===== src/rtl/cpf_pkg.sv =====
package cpf_pkg;

    // Timebase.
    localparam int unsigned CLK_KHZ = 250000;

    // Qualification times in microseconds.
    localparam int unsigned OVC_DET_US = 1000;
    localparam int unsigned OVC_REL_US = 1000;
    localparam int unsigned OD_DET_US  = 1000;
    localparam int unsigned OD_REL_US  = 1000;
    localparam int unsigned DOC1_US    = 1000;
    localparam int unsigned DOC2_US    = 100;
    localparam int unsigned DOC_REL_US = 1000;
    localparam int unsigned SHORT_US   = 100;
    localparam int unsigned COC_DET_US = 1000;
    localparam int unsigned COC_REL_US = 4000;

    // Cycle counts; a least time rounds up to whole cycles.
    function automatic int unsigned us2cyc(input int unsigned us);
        longint unsigned c;
        c = (longint'(us) * CLK_KHZ + 999) / 1000;
        return (c < 1) ? 1 : int'(c);
    endfunction : us2cyc

    localparam int unsigned OVC_DET_CYC = us2cyc(OVC_DET_US);
    localparam int unsigned OVC_REL_CYC = us2cyc(OVC_REL_US);
    localparam int unsigned OD_DET_CYC  = us2cyc(OD_DET_US);
    localparam int unsigned OD_REL_CYC  = us2cyc(OD_REL_US);
    localparam int unsigned DOC1_CYC    = us2cyc(DOC1_US);
    localparam int unsigned DOC2_CYC    = us2cyc(DOC2_US);
    localparam int unsigned DOC_REL_CYC = us2cyc(DOC_REL_US);
    localparam int unsigned SHORT_CYC   = us2cyc(SHORT_US);
    localparam int unsigned COC_DET_CYC = us2cyc(COC_DET_US);
    localparam int unsigned COC_REL_CYC = us2cyc(COC_REL_US);

    // Qualification timer indices.
    localparam int unsigned T_OVC_DET = 0;
    localparam int unsigned T_OVC_REL = 1;
    localparam int unsigned T_OD_DET  = 2;
    localparam int unsigned T_OD_REL  = 3;
    localparam int unsigned T_DOC1    = 4;
    localparam int unsigned T_DOC2    = 5;
    localparam int unsigned T_DOC_REL = 6;
    localparam int unsigned T_SHORT   = 7;
    localparam int unsigned T_COC_DET = 8;
    localparam int unsigned T_COC_REL = 9;
    localparam int unsigned N_TIMERS  = 10;

    // Register map.
    localparam logic [11:0] ADDR_CTRL   = 12'h000;
    localparam logic [11:0] ADDR_STATUS = 12'h004;
    localparam logic [6:0]  CTRL_RESET  = 7'h00;
    localparam int unsigned CTRL_W      = 7;

    // Control field positions.
    localparam int unsigned CB_OVC_LATCH = 0;
    localparam int unsigned CB_OD_TYPE   = 1;
    localparam int unsigned CB_DOC_TYPE  = 3;
    localparam int unsigned CB_DOC2_EN   = 5;
    localparam int unsigned CB_ZV_INHIB  = 6;

    // Release type encodings.
    localparam logic [1:0] OD_AUTO    = 2'h0;
    localparam logic [1:0] OD_LATCH1  = 2'h1;
    localparam logic [1:0] DOC_AUTO1  = 2'h0;
    localparam logic [1:0] DOC_AUTO2  = 2'h1;

    typedef enum logic [1:0] {
        OD_NONE,
        OD_ACTIVE,
        OD_STANDBY
    } cpf_od_state_t;

    // Comparator results from the analog front end.
    typedef struct packed {
        logic cell_above_ovc_thr;
        logic cell_below_ovc_rel;
        logic cell_below_od_thr;
        logic cell_above_od_rel;
        logic node_above_chg_one;
        logic node_above_chg_two;
        logic node_above_coc_rel;
        logic sense_above_doc_one;
        logic sense_above_doc_two;
        logic sense_above_short;
        logic sense_below_coc;
        logic node_below_ratio_rel;
        logic node_below_fixed_rel;
        logic cell_at_zero_inhibit;
        logic charger_above_min;
    } cpf_cmp_t;

    // Drive to switches and load-node resistors.
    typedef struct packed {
        logic charge_switch_out;
        logic discharge_switch_out;
        logic node_pullup;
        logic node_pulldown_strong;
        logic node_pulldown_weak;
        logic standby;
    } cpf_drive_t;

endpackage : cpf_pkg


===== src/rtl/cpf_cell_protection_fsm.sv =====
`timescale 1ns/10ps
`default_nettype none
// Function
// - Overvoltage held for delay enters overcharge
// - Overcharge drives charge switch low
// - Overcharge release by selected type and delay
// - Undervoltage held for delay enters overdischarge
// - Overdischarge drives discharge switch low
// - Overdischarge pulls node up; enters standby
// - Overdischarge release by selected type, delay
// - Sense above level one enters overcurrent
// - Optional level two with own delay
// - Discharge overcurrent drives discharge switch low
// - Auto type one: pulldown, ratio release
// - Auto type two: weak pulldown, fixed release
// - Latch type: pullup, charger pulls release
// - Short needs uninterrupted short delay
// - Short: discharge low, overcurrent release
// - Negative sense held enters charge overcurrent
// - Charge overcurrent: pullup, release on removal
// - Zero-volt permitted charges with adequate charger
// - Zero-volt inhibited keeps charge switch off
module cpf_cell_protection_fsm #(
    parameter int unsigned OVC_DET_CYC = cpf_pkg::OVC_DET_CYC,
    parameter int unsigned OVC_REL_CYC = cpf_pkg::OVC_REL_CYC,
    parameter int unsigned OD_DET_CYC  = cpf_pkg::OD_DET_CYC,
    parameter int unsigned OD_REL_CYC  = cpf_pkg::OD_REL_CYC,
    parameter int unsigned DOC1_CYC    = cpf_pkg::DOC1_CYC,
    parameter int unsigned DOC2_CYC    = cpf_pkg::DOC2_CYC,
    parameter int unsigned DOC_REL_CYC = cpf_pkg::DOC_REL_CYC,
    parameter int unsigned SHORT_CYC   = cpf_pkg::SHORT_CYC,
    parameter int unsigned COC_DET_CYC = cpf_pkg::COC_DET_CYC,
    parameter int unsigned COC_REL_CYC = cpf_pkg::COC_REL_CYC
) (
    // Clock, reset and enable
    input  wire logic               sys_clk_i,
    input  wire logic               rst_n_i,
    input  wire logic               ce_i,
    // APB slave
    input  wire logic [11:0]        paddr_i,
    input  wire logic               psel_i,
    input  wire logic               penable_i,
    input  wire logic               pwrite_i,
    input  wire logic [31:0]        pwdata_i,
    output logic      [31:0]        prdata_o,
    output logic                    pready_o,
    output logic                    pslverr_o,
    // Analog side
    input  wire cpf_pkg::cpf_cmp_t  cmp_i,
    output cpf_pkg::cpf_drive_t     drive_o
);

    localparam int unsigned NT = cpf_pkg::N_TIMERS;
    localparam int unsigned LIM [NT] = '{
        OVC_DET_CYC, OVC_REL_CYC, OD_DET_CYC, OD_REL_CYC, DOC1_CYC,
        DOC2_CYC, DOC_REL_CYC, SHORT_CYC, COC_DET_CYC, COC_REL_CYC
    };

    // Comparators are asynchronous to the timebase.
    cpf_pkg::cpf_cmp_t cmp_meta;
    cpf_pkg::cpf_cmp_t cmp;

    always_ff @(posedge sys_clk_i or negedge rst_n_i) begin
        if (!rst_n_i) begin
            cmp_meta <= '0;
            cmp      <= '0;
        end else if (ce_i) begin
            cmp_meta <= cmp_i;
            cmp      <= cmp_meta;
        end
    end

    // Configuration and fault state.
    logic [cpf_pkg::CTRL_W-1:0] ctrl;
    logic [cpf_pkg::CTRL_W-1:0] next_ctrl;
    logic                       ovc;
    logic                       next_ovc;
    cpf_pkg::cpf_od_state_t     od_state;
    cpf_pkg::cpf_od_state_t     next_od_state;
    logic                       doc;
    logic                       next_doc;
    logic                       short_flt;
    logic                       next_short_flt;
    logic                       coc;
    logic                       next_coc;

    logic       ovc_latch;
    logic [1:0] od_type;
    logic [1:0] doc_type;
    logic       doc2_en;
    logic       zv_inhib;
    logic       dis_fault;
    logic       od_flt;

    assign ovc_latch = ctrl[cpf_pkg::CB_OVC_LATCH];
    assign od_type   = ctrl[cpf_pkg::CB_OD_TYPE +: 2];
    assign doc_type  = ctrl[cpf_pkg::CB_DOC_TYPE +: 2];
    assign doc2_en   = ctrl[cpf_pkg::CB_DOC2_EN];
    assign zv_inhib  = ctrl[cpf_pkg::CB_ZV_INHIB];
    assign dis_fault = doc | short_flt;
    assign od_flt    = (od_state != cpf_pkg::OD_NONE);

    // Qualifying conditions for each timer.
    logic [NT-1:0] cond;
    logic [NT-1:0] done;
    logic          ovc_rel_a;
    logic          ovc_rel_b;
    logic          od_rel_a;
    logic          od_rel_b;
    logic          doc_rel;

    always_comb begin
        ovc_rel_a = !cmp.node_above_coc_rel && cmp.cell_below_ovc_rel;
        ovc_rel_b = cmp.node_above_coc_rel && !cmp.cell_above_ovc_thr;
        od_rel_a  = cmp.node_above_chg_one && cmp.cell_above_od_rel;
        od_rel_b  = !cmp.node_above_chg_one && !cmp.cell_below_od_thr;
        if (doc_type == cpf_pkg::DOC_AUTO1) begin
            doc_rel = cmp.node_below_ratio_rel;
        end else begin
            doc_rel = cmp.node_below_fixed_rel;
        end
        cond = '0;
        cond[cpf_pkg::T_OVC_DET] = !ovc && cmp.cell_above_ovc_thr;
        if (ovc_latch) begin
            cond[cpf_pkg::T_OVC_REL] = ovc && ovc_rel_b;
        end else begin
            cond[cpf_pkg::T_OVC_REL] = ovc && (ovc_rel_a || ovc_rel_b);
        end
        cond[cpf_pkg::T_OD_DET] = !od_flt && cmp.cell_below_od_thr;
        if (od_type == cpf_pkg::OD_AUTO) begin
            cond[cpf_pkg::T_OD_REL] = od_flt && (od_rel_a || od_rel_b);
        end else if (od_type == cpf_pkg::OD_LATCH1) begin
            cond[cpf_pkg::T_OD_REL] = od_flt && od_rel_b;
        end else begin
            cond[cpf_pkg::T_OD_REL] = od_flt && !cmp.node_above_chg_two;
        end
        cond[cpf_pkg::T_DOC1] = !dis_fault && cmp.sense_above_doc_one;
        cond[cpf_pkg::T_DOC2] = !dis_fault && doc2_en
                                && cmp.sense_above_doc_two;
        cond[cpf_pkg::T_DOC_REL] = dis_fault && doc_rel;
        cond[cpf_pkg::T_SHORT] = !dis_fault && cmp.sense_above_short;
        cond[cpf_pkg::T_COC_DET] = !coc && cmp.sense_below_coc;
        cond[cpf_pkg::T_COC_REL] = coc && cmp.node_above_coc_rel;
    end

    // One qualification counter per condition.
    genvar gi;
    generate
        for (gi = 0; gi < NT; gi++) begin : g_timer
            logic [31:0] cnt;
            logic [31:0] next_cnt;

            always_comb begin
                if (!cond[gi]) begin
                    next_cnt = '0;
                end else if (cnt < LIM[gi]) begin
                    next_cnt = cnt + 32'h0000_0001;
                end else begin
                    next_cnt = cnt;
                end
            end

            assign done[gi] = cond[gi] && (cnt == LIM[gi] - 1);

            always_ff @(posedge sys_clk_i or negedge rst_n_i) begin
                if (!rst_n_i) begin
                    cnt <= '0;
                end else if (ce_i) begin
                    cnt <= next_cnt;
                end
            end
        end
    endgenerate

    // Fault state. Standby follows when the synchronised node reads above the charger level;
    // the pull-up lifts it a few cycles after entry, so only a connected charger holds it below.
    always_comb begin
        next_ovc       = ovc;
        next_od_state  = od_state;
        next_doc       = doc;
        next_short_flt = short_flt;
        next_coc       = coc;
        if (done[cpf_pkg::T_OVC_DET]) begin
            next_ovc = 1'b1;
        end else if (done[cpf_pkg::T_OVC_REL]) begin
            next_ovc = 1'b0;
        end
        case (od_state)
            cpf_pkg::OD_NONE: begin
                if (done[cpf_pkg::T_OD_DET]) begin
                    next_od_state = cpf_pkg::OD_ACTIVE;
                end
            end
            cpf_pkg::OD_ACTIVE: begin
                if (done[cpf_pkg::T_OD_REL]) begin
                    next_od_state = cpf_pkg::OD_NONE;
                end else if (cmp.node_above_chg_one) begin
                    next_od_state = cpf_pkg::OD_STANDBY;
                end
            end
            cpf_pkg::OD_STANDBY: begin
                if (done[cpf_pkg::T_OD_REL]) begin
                    next_od_state = cpf_pkg::OD_NONE;
                end
            end
            default: begin
                next_od_state = cpf_pkg::OD_NONE;
            end
        endcase
        if (done[cpf_pkg::T_DOC_REL]) begin
            next_doc       = 1'b0;
            next_short_flt = 1'b0;
        end else begin
            if (done[cpf_pkg::T_DOC1] || done[cpf_pkg::T_DOC2]) begin
                next_doc = 1'b1;
            end
            if (done[cpf_pkg::T_SHORT]) begin
                next_short_flt = 1'b1;
            end
        end
        if (done[cpf_pkg::T_COC_DET]) begin
            next_coc = 1'b1;
        end else if (done[cpf_pkg::T_COC_REL]) begin
            next_coc = 1'b0;
        end
    end

    always_ff @(posedge sys_clk_i or negedge rst_n_i) begin
        if (!rst_n_i) begin
            ovc       <= 1'b0;
            od_state  <= cpf_pkg::OD_NONE;
            doc       <= 1'b0;
            short_flt <= 1'b0;
            coc       <= 1'b0;
        end else if (ce_i) begin
            ovc       <= next_ovc;
            od_state  <= next_od_state;
            doc       <= next_doc;
            short_flt <= next_short_flt;
            coc       <= next_coc;
        end
    end

    // Switch and node drive. Both switches stay off through reset, but the first
    // edge after it drives them from the cleared synchroniser, before sampled comparators arrive.
    cpf_pkg::cpf_drive_t next_drive;
    logic                chg_block;
    logic                zv_block;

    always_comb begin
        if (zv_inhib) begin
            zv_block = cmp.cell_at_zero_inhibit;
        end else begin
            zv_block = cmp.cell_at_zero_inhibit
                       && !cmp.charger_above_min;
        end
        chg_block = ovc || coc || zv_block;
        next_drive.charge_switch_out    = !chg_block;
        next_drive.discharge_switch_out = !(od_flt || dis_fault);
        next_drive.node_pullup = od_flt || coc
            || (dis_fault && doc_type != cpf_pkg::DOC_AUTO1
                && doc_type != cpf_pkg::DOC_AUTO2);
        next_drive.node_pulldown_strong =
            dis_fault && doc_type == cpf_pkg::DOC_AUTO1;
        next_drive.node_pulldown_weak =
            dis_fault && doc_type == cpf_pkg::DOC_AUTO2;
        next_drive.standby = (od_state == cpf_pkg::OD_STANDBY);
    end

    always_ff @(posedge sys_clk_i or negedge rst_n_i) begin
        if (!rst_n_i) begin
            drive_o <= '0;
        end else if (ce_i) begin
            drive_o <= next_drive;
        end
    end

    // APB slave with one wait state; read data is captured in the
    // first access cycle and pready follows one cycle later.
    logic        rdy_q;
    logic        next_rdy_q;
    logic [31:0] next_prdata;
    logic        mapped;
    logic [31:0] status;

    always_comb begin
        status = {24'h00_0000, drive_o.discharge_switch_out,
                  drive_o.charge_switch_out, coc, short_flt, doc,
                  od_state == cpf_pkg::OD_STANDBY, od_flt, ovc};
        if (paddr_i == cpf_pkg::ADDR_CTRL) begin
            mapped      = 1'b1;
            next_prdata = {25'h000_0000, ctrl};
        end else if (paddr_i == cpf_pkg::ADDR_STATUS) begin
            mapped      = 1'b1;
            next_prdata = status;
        end else begin
            mapped      = 1'b0;
            next_prdata = 32'h0000_0000;
        end
        if (!(psel_i && penable_i && !rdy_q && !pwrite_i)) begin
            next_prdata = prdata_o;
        end
        next_rdy_q = psel_i && penable_i && !rdy_q;
        next_ctrl  = ctrl;
        if (rdy_q && pwrite_i && paddr_i == cpf_pkg::ADDR_CTRL) begin
            next_ctrl = pwdata_i[cpf_pkg::CTRL_W-1:0];
        end
    end

    always_ff @(posedge sys_clk_i or negedge rst_n_i) begin
        if (!rst_n_i) begin
            rdy_q    <= 1'b0;
            prdata_o <= 32'h0000_0000;
            ctrl     <= cpf_pkg::CTRL_RESET;
        end else if (ce_i) begin
            rdy_q    <= next_rdy_q;
            prdata_o <= next_prdata;
            ctrl     <= next_ctrl;
        end
    end

    assign pready_o  = rdy_q && ce_i;
    assign pslverr_o = rdy_q && ce_i && !mapped;

endmodule : cpf_cell_protection_fsm
`default_nettype wire


===== config.mk =====
export PLATFORM = sky130hd
export DESIGN_NAME = cpf_cell_protection_fsm
export DESIGN_NICKNAME = d
export VERILOG_FILES = /design/src/rtl/cpf_pkg.sv /design/src/rtl/cpf_cell_protection_fsm.sv
export SDC_FILE = /design/constraint.sdc
export NUM_CORES = 1
export LEC_CHECK = 0
export BUFFER_PORTS_ARGS = -buffer_cell sky130_fd_sc_hd__buf_2
export CAP_MARGIN = 20
export CELL_PAD_IN_SITES_DETAIL_PLACEMENT = 2
export CELL_PAD_IN_SITES_GLOBAL_PLACEMENT = 2
export CORE_AREA = 2 2 210 212
export CTS_CLUSTER_DIAMETER = 200
export DETAILED_ROUTE_END_ITERATION = 8
export DIE_AREA = 0 0 212 214
export GPL_TIMING_DRIVEN = 0
export PLACE_DENSITY_LB_ADDON = 0.1
export SYNTH_ARGS = -nofsm -noshare
export SYNTH_HDL_FRONTEND = slang
export SYNTH_SLANG_ARGS = --single-unit

===== constraint.sdc =====
create_clock -name sys_clk_i -period 3 [get_ports sys_clk_i]
set_input_delay 0.6 -clock sys_clk_i [delete_from_list [all_inputs] [get_ports sys_clk_i]]
set_output_delay 0.6 -clock sys_clk_i [all_outputs]
set_load 0.02 [all_outputs]

======== Word-level counts from Yosys, hierarchy flattened ========
Index checks and enable logic that the tools add are counted.
storage, ports and cells
  word-level logic and storage cells ...... 236
  input bits .............................. 65
  output and inout port bits .............. 40
  register bits ........................... 402
cells by class
  equal/unequal tests ..................... 29
  $lt $le $gt $ge ......................... 10
  add/subtract/negate cells ............... 10
  bitwise gates (word level) .............. 1
  reduce and logical (&&, ||, !) cells .... 90
  multiplexer cells ....................... 42
operators with widths
  cell                     number
  $mux W32                 20
  $add A32 B1 Y32 const B  10
  $eq A32 B18 Y1 const B   7
  $lt A32 B18 Y1 const B   7
  $eq A32 B15 Y1 const B   2
  $lt A32 B15 Y1 const B   2
  $logic_and A1 B1 Y1      40
  $eq A32 B20 Y1 const B   1
  $lt A32 B20 Y1 const B   1
  $reduce_and A2 Y1        16
  $ne A2 B1 Y1 const B     11
  $mux W8                  2
  $logic_not A1 Y1         15
  $mux W1                  15
  $eq A12 B3 Y1 const B    1
  $logic_not A12 Y1        1
  $reduce_bool A2 Y1       6
  $logic_or A1 B1 Y1       8
  $mux W2                  4
  $eq A2 B1 Y1 const B     3
  $logic_not A2 Y1         3
  $pmux W2 S3              1
  $ne A2 B2 Y1 const B     2
  $reduce_and A4 Y1        1
  other kinds (3)          3

======== Longest topological paths before layout ========
  depth in word-level cells ............... 8
  mapped depth ............................ 8

======== Worst setup path before layout ========
OpenSTA, ideal clock, no wires.
  kind .................................... register to register
  start point ............................. register g_timer[1].cnt[11]
  end point ............................... register g_timer[1].cnt[15]
  arrival ................................. 2,438 ps
  library setup time ...................... 69 ps
  required time ........................... 2,931 ps
  stages on the path, launching flop included .. 8
  period minus slack after synthesis ...... 2,507 ps
  path slack .............................. 493 ps
  cell sequence ........................... dfrtp_1 -> nor4_4 -> a211oi_1 -> or3_1 -> buf_6 -> or4_4 -> or4_1 -> nand3_1
between the ends
  word-level cells in the longest chain between the ends .. 3
  elaborated cells on any way between the ends .. 6
  those cells by class .................... add/sub (1); order compare (1); eq/ne (1); mux (2); reduce/logical (1)
RTL lines
  what                                               RTL line                                                        text
  start, declared                                    cpf_cell_protection_fsm.sv:150                                  logic [31:0] cnt;
  start signal, assigned                             cpf_cell_protection_fsm.sv:169                                  cnt <= next_cnt;
  $add A32 B1 Y32 or $lt A32 B18 Y1 (tied branches)  cpf_cell_protection_fsm.sv:157, cpf_cell_protection_fsm.sv:156
  $mux W32 or $ne A2 B1 Y1 (tied branches)           n/a
  $mux W32 or $reduce_and A2 Y1 (tied branches)      n/a
Several ways; a longest one is shown, not always the timed one. The select of a mux whose other input is x is not followed.
A chain may end at the register's enable or synchronous reset.

======== Worst setup path in the final report ========
  start point ............................. register g_timer[8].cnt[21]
  end point ............................... register g_timer[8].cnt[15]
between the ends
  word-level cells in the longest chain between the ends .. 3
RTL lines
  what                                RTL line                        text
  start, declared                     cpf_cell_protection_fsm.sv:150
  start signal, assigned              cpf_cell_protection_fsm.sv:169
  $lt A32 B18 Y1                      cpf_cell_protection_fsm.sv:156  end else if (cnt < LIM[gi]) begin
  $ne A2 B1 Y1 (no source line)       n/a
  $reduce_and A2 Y1 (no source line)  n/a
No other way between the ends.

==> impl_results.md <==
- Outcome: completed
- Routed vias/inst: around 5.4
- Distinct cell type count after synthesis: 62
- # Max-Cap Violations: 0
- Synth Warn #: 0
- Routed WL: 48300 um
- Vias in the first global route: between 10000 and 15000
- Final setup violation count: 0
- Final hold vios: 0
- Skew-Pair Late Insertion Delay: about 0.58 ns
- Pwr Density: slightly below 600 mW/mm^2
- Core area: 0.0429 mm^2
- Fin worst setup slack: 0.205 ns
- Antenna-violating nets left: 0
- Synth Flop Type: dfrtp_1
- Hold crit path type: input port to flip-flop
- Htree depth: 2
- DR pass1 iterations: 5
- Setup Fix Bufs, Post-CTS: 0
- Req. time, crit path: around 3.5 ns
- Tightest Pin Transition: ~1.1 ns
- Placed cell areas: 0.0182 mm^2
- Final Cycle Share: 0.932
- Synth Register Bits: 378
- Largest net degree at the start of global routing: 110
- Post-synthesis sequential area ratio: 0.556
- CTS root buf: clkbuf_16
- Tmin final: between 2 and 3 ns
- Clk_skew: 0.0240 ns
- CTS Buf Count: 44
- Grt ovf: 0
- Finished Cell Area: approximately 0.02 mm^2
- Nature of the critical path startpoint: flip-flop
- Mapped cell area: approximately 0.017 mm^2
- Sink Count: around 380
- Layout cells sized above 1: 0.116
- CP Data Arrival Time: 3.29 ns
- Row cnt: 76
- DP HPWL: between 30000 and 40000 um
- Detailed router's first-iteration violation count: around 540
- Synthesis-to-finish area growth: 16.4%
- RSZ-0062 raised after global routing: false
- Pre-CTS WS: -0.597 ns
- Routability Congestion: ~0.78
- GRT Total Usage: 0.223
- Initial core utilization: 0.397
- Die width: 212 um
- Layout Utilization: 0.462
- EDFF count, synth: 0
- Residual DRC: 0
- Worst reg2reg path depth: 7
- Die ar.: between 0.04 and 0.05 mm^2
- Leak: 0.00907 uW
- Vias: roughly 13000
- TritonCTS clock tree: yes
- Post-Syn Instances: between 1500 and 2000
- Die Y: ~210 um
- Max Slew Vio Count: 0
- Slew margin rel.: 0.283
- Max VDD drop: 0.000441 V
- Fin nets: between 1500 and 2000
- I/O Buffers: 54
- Mapped Avg Cell Area: 10.3 um^2
- Avg WL per Cell: 20.1 um
- CTS max path bufs: 3
- Worst Setup End Kind: flip-flop
- Antenna violations before repair: 4
- Async SR Flop Fraction: 1.00
- Hold Crit Depth: 2
- FMAX: between 300 and 400 MHz
- Worst-path clk slew: ~0.060 ns
- Critical path type: flip-flop to flip-flop
- Crit-path max FO: 10
- # IOs: 105
- Global-route wire length before repair: 80700 um
==> placed cells by master (no fill, tap or decap), types with 36 or more instances in the layout <==
master,netlist,routed
and2_1,109,109
o21ai_0,73,73
a21oi_1,48,48
mux2_2,38,38
nor2_1,161,161
nand3_1,79,79
xnor2_1,36,36
nand2_1,121,121
nor4_1,55,54
clkbuf_1,54,60
xor2_1,47,47
nand4_1,56,56
clkbuf_16,0,45
dfrtp_1,378,378
buf_2,0,54
nor3_1,39,38
nor2b_1,51,51
==> layer usage <==
| metal | global-route usage | part of all wire |
|---|---|---|
| met1 | 0.301 | 0.46 |
| met2 | 0.373 | 0.49 |
| met3 | 0.0406 | 0.033 |
| met4 | 0.0523 | 0.019 |
| met5 | 0 | 0.00058 |
==> sequential cells by signal (all words and copies together) (netlist names), 2 cells and up <==
register     cells
cmp             15
cmp_meta        15
ctrl             7
drive_o          6
g_timer.cnt    320
od_state         2
prdata_o         8
==> synth_stat cells, types with 16 or more instances <==
cell type  count  area share
dfrtp_1      378        0.56
nor2_1       161       0.036
nand2_1      121       0.027
and2_1       109       0.040
nand3_1       79       0.023
o21ai_0       73       0.021
nand4_1       56       0.021
nor4_1        55       0.020
clkbuf_1      54       0.012
nor2b_1       51       0.019
a21oi_1       48       0.014
xor2_1        47       0.024
nor3_1        39       0.011
mux2_2        38       0.025
xnor2_1       36       0.019
inv_1         32      0.0071
or3_1         32       0.012
o31ai_1       31       0.014
and3_1        29       0.011
buf_4         24       0.011
and4_1        16      0.0082
==> where the power goes <==
part	total [uW]	switching [uW]	internal [uW]	leakage, uW
Sequential	5320	102	5210	0.00519
Clock	5770	2230	3540	0.000770
Combinational	696	478	217	0.00310
==> worst max-delay path, stage by stage, from the launching register on <==
cell and delay [ns]:
dfrtp_1 0.38, nor4_1 0.42, nand4_1 0.28, or4_1 0.57, clkbuf_1 0.23, nand2b_1 0.27
or4_1 0.50, nand2_1 0.09
==> metrics by stage <==
| step | cells | hold slack (ns) | setup TNS [ns] | power (uW) |
|---|---|---|---|---|
| CTS | 2405 | 0.230 | 0 | 12000 |
| detailed placement | 2322 | 0.471 | -42.70 | 6110 |
| floorplan | 1678 | 0.304 | 0 | 5760 |
| global route | 2406 | 0.241 | 0 | 12300 |
| finish | 2407 | 0.266 | 0 | 11800 |
| global placement | 2317 | 0.460 | -2435.21 | 6070 |
==> layout make-up <==
| cell class | instances | area, um^2 |
|---|---|---|
| timing repair buffer | 61 | 394 |
| multi-input combinational | 1184 | 7130 |
| antenna | 1 | 2.50 |
| sequential | 378 | 9460 |
| inverter | 32 | 120 |
| clock buffer | 60 | 1250 |
| tap | 585 | 732 |
| clock inverter | 22 | 303 |
| buffer | 84 | 422 |
| fill | 4528 | 23100 |
==> repair_timing <==
action / in CTS / in global routing
setup endpoints to repair: 1 / 28
gates resized for setup: 1 / 7
hold endpoints to repair: 65 / 0
gates cloned: 0 / 0
hold buffers: 1 / 0
==> path summary, 6_finish.rpt <==
| check | startpoint | to | slack [ns] |
|---|---|---|---|
| setup / recovery | g_timer[8].cnt[21]$_DFFE_PN0P_ | g_timer[8].cnt[15]$_DFFE_PN0P_ | 0.20 |
| hold / removal | cmp_i[13] | cmp_meta[13]$_DFFE_PN0P_ | 0.27 |
| setup reg to reg | g_timer[8].cnt[21]$_DFFE_PN0P_ | g_timer[8].cnt[15]$_DFFE_PN0P_ | 0.20 |
| hold reg to reg | prdata_o[6]$_DFFE_PN0P_ | prdata_o[6]$_DFFE_PN0P_ | 0.48 |
| max in group asynchronous | rst_n_i | g_timer[6].cnt[9]$_DFFE_PN0P_ | 1.01 |
| min in group asynchronous | rst_n_i | g_timer[0].cnt[24]$_DFFE_PN0P_ | 0.54 |
==> logic make-up (layout without fill, tap and decap cells) <==
| logic type | after synthesis | in the layout | share of synthesized area |
|---|---|---|---|
| buf+inv | 116 | 259 | 0.0313 |
| fa+ha+maj | 10 | 10 | 0.00735 |
| xor+xnor | 83 | 83 | 0.0427 |
| flops | 378 | 378 | 0.556 |
| simple gates | 792 | 792 | 0.248 |
| compound gates | 229 | 229 | 0.0851 |
| other cells | 1 | 25 | 0.000220 |
| mux | 46 | 46 | 0.0298 |
Note: power is estimated with default switching activity, not from simulation.
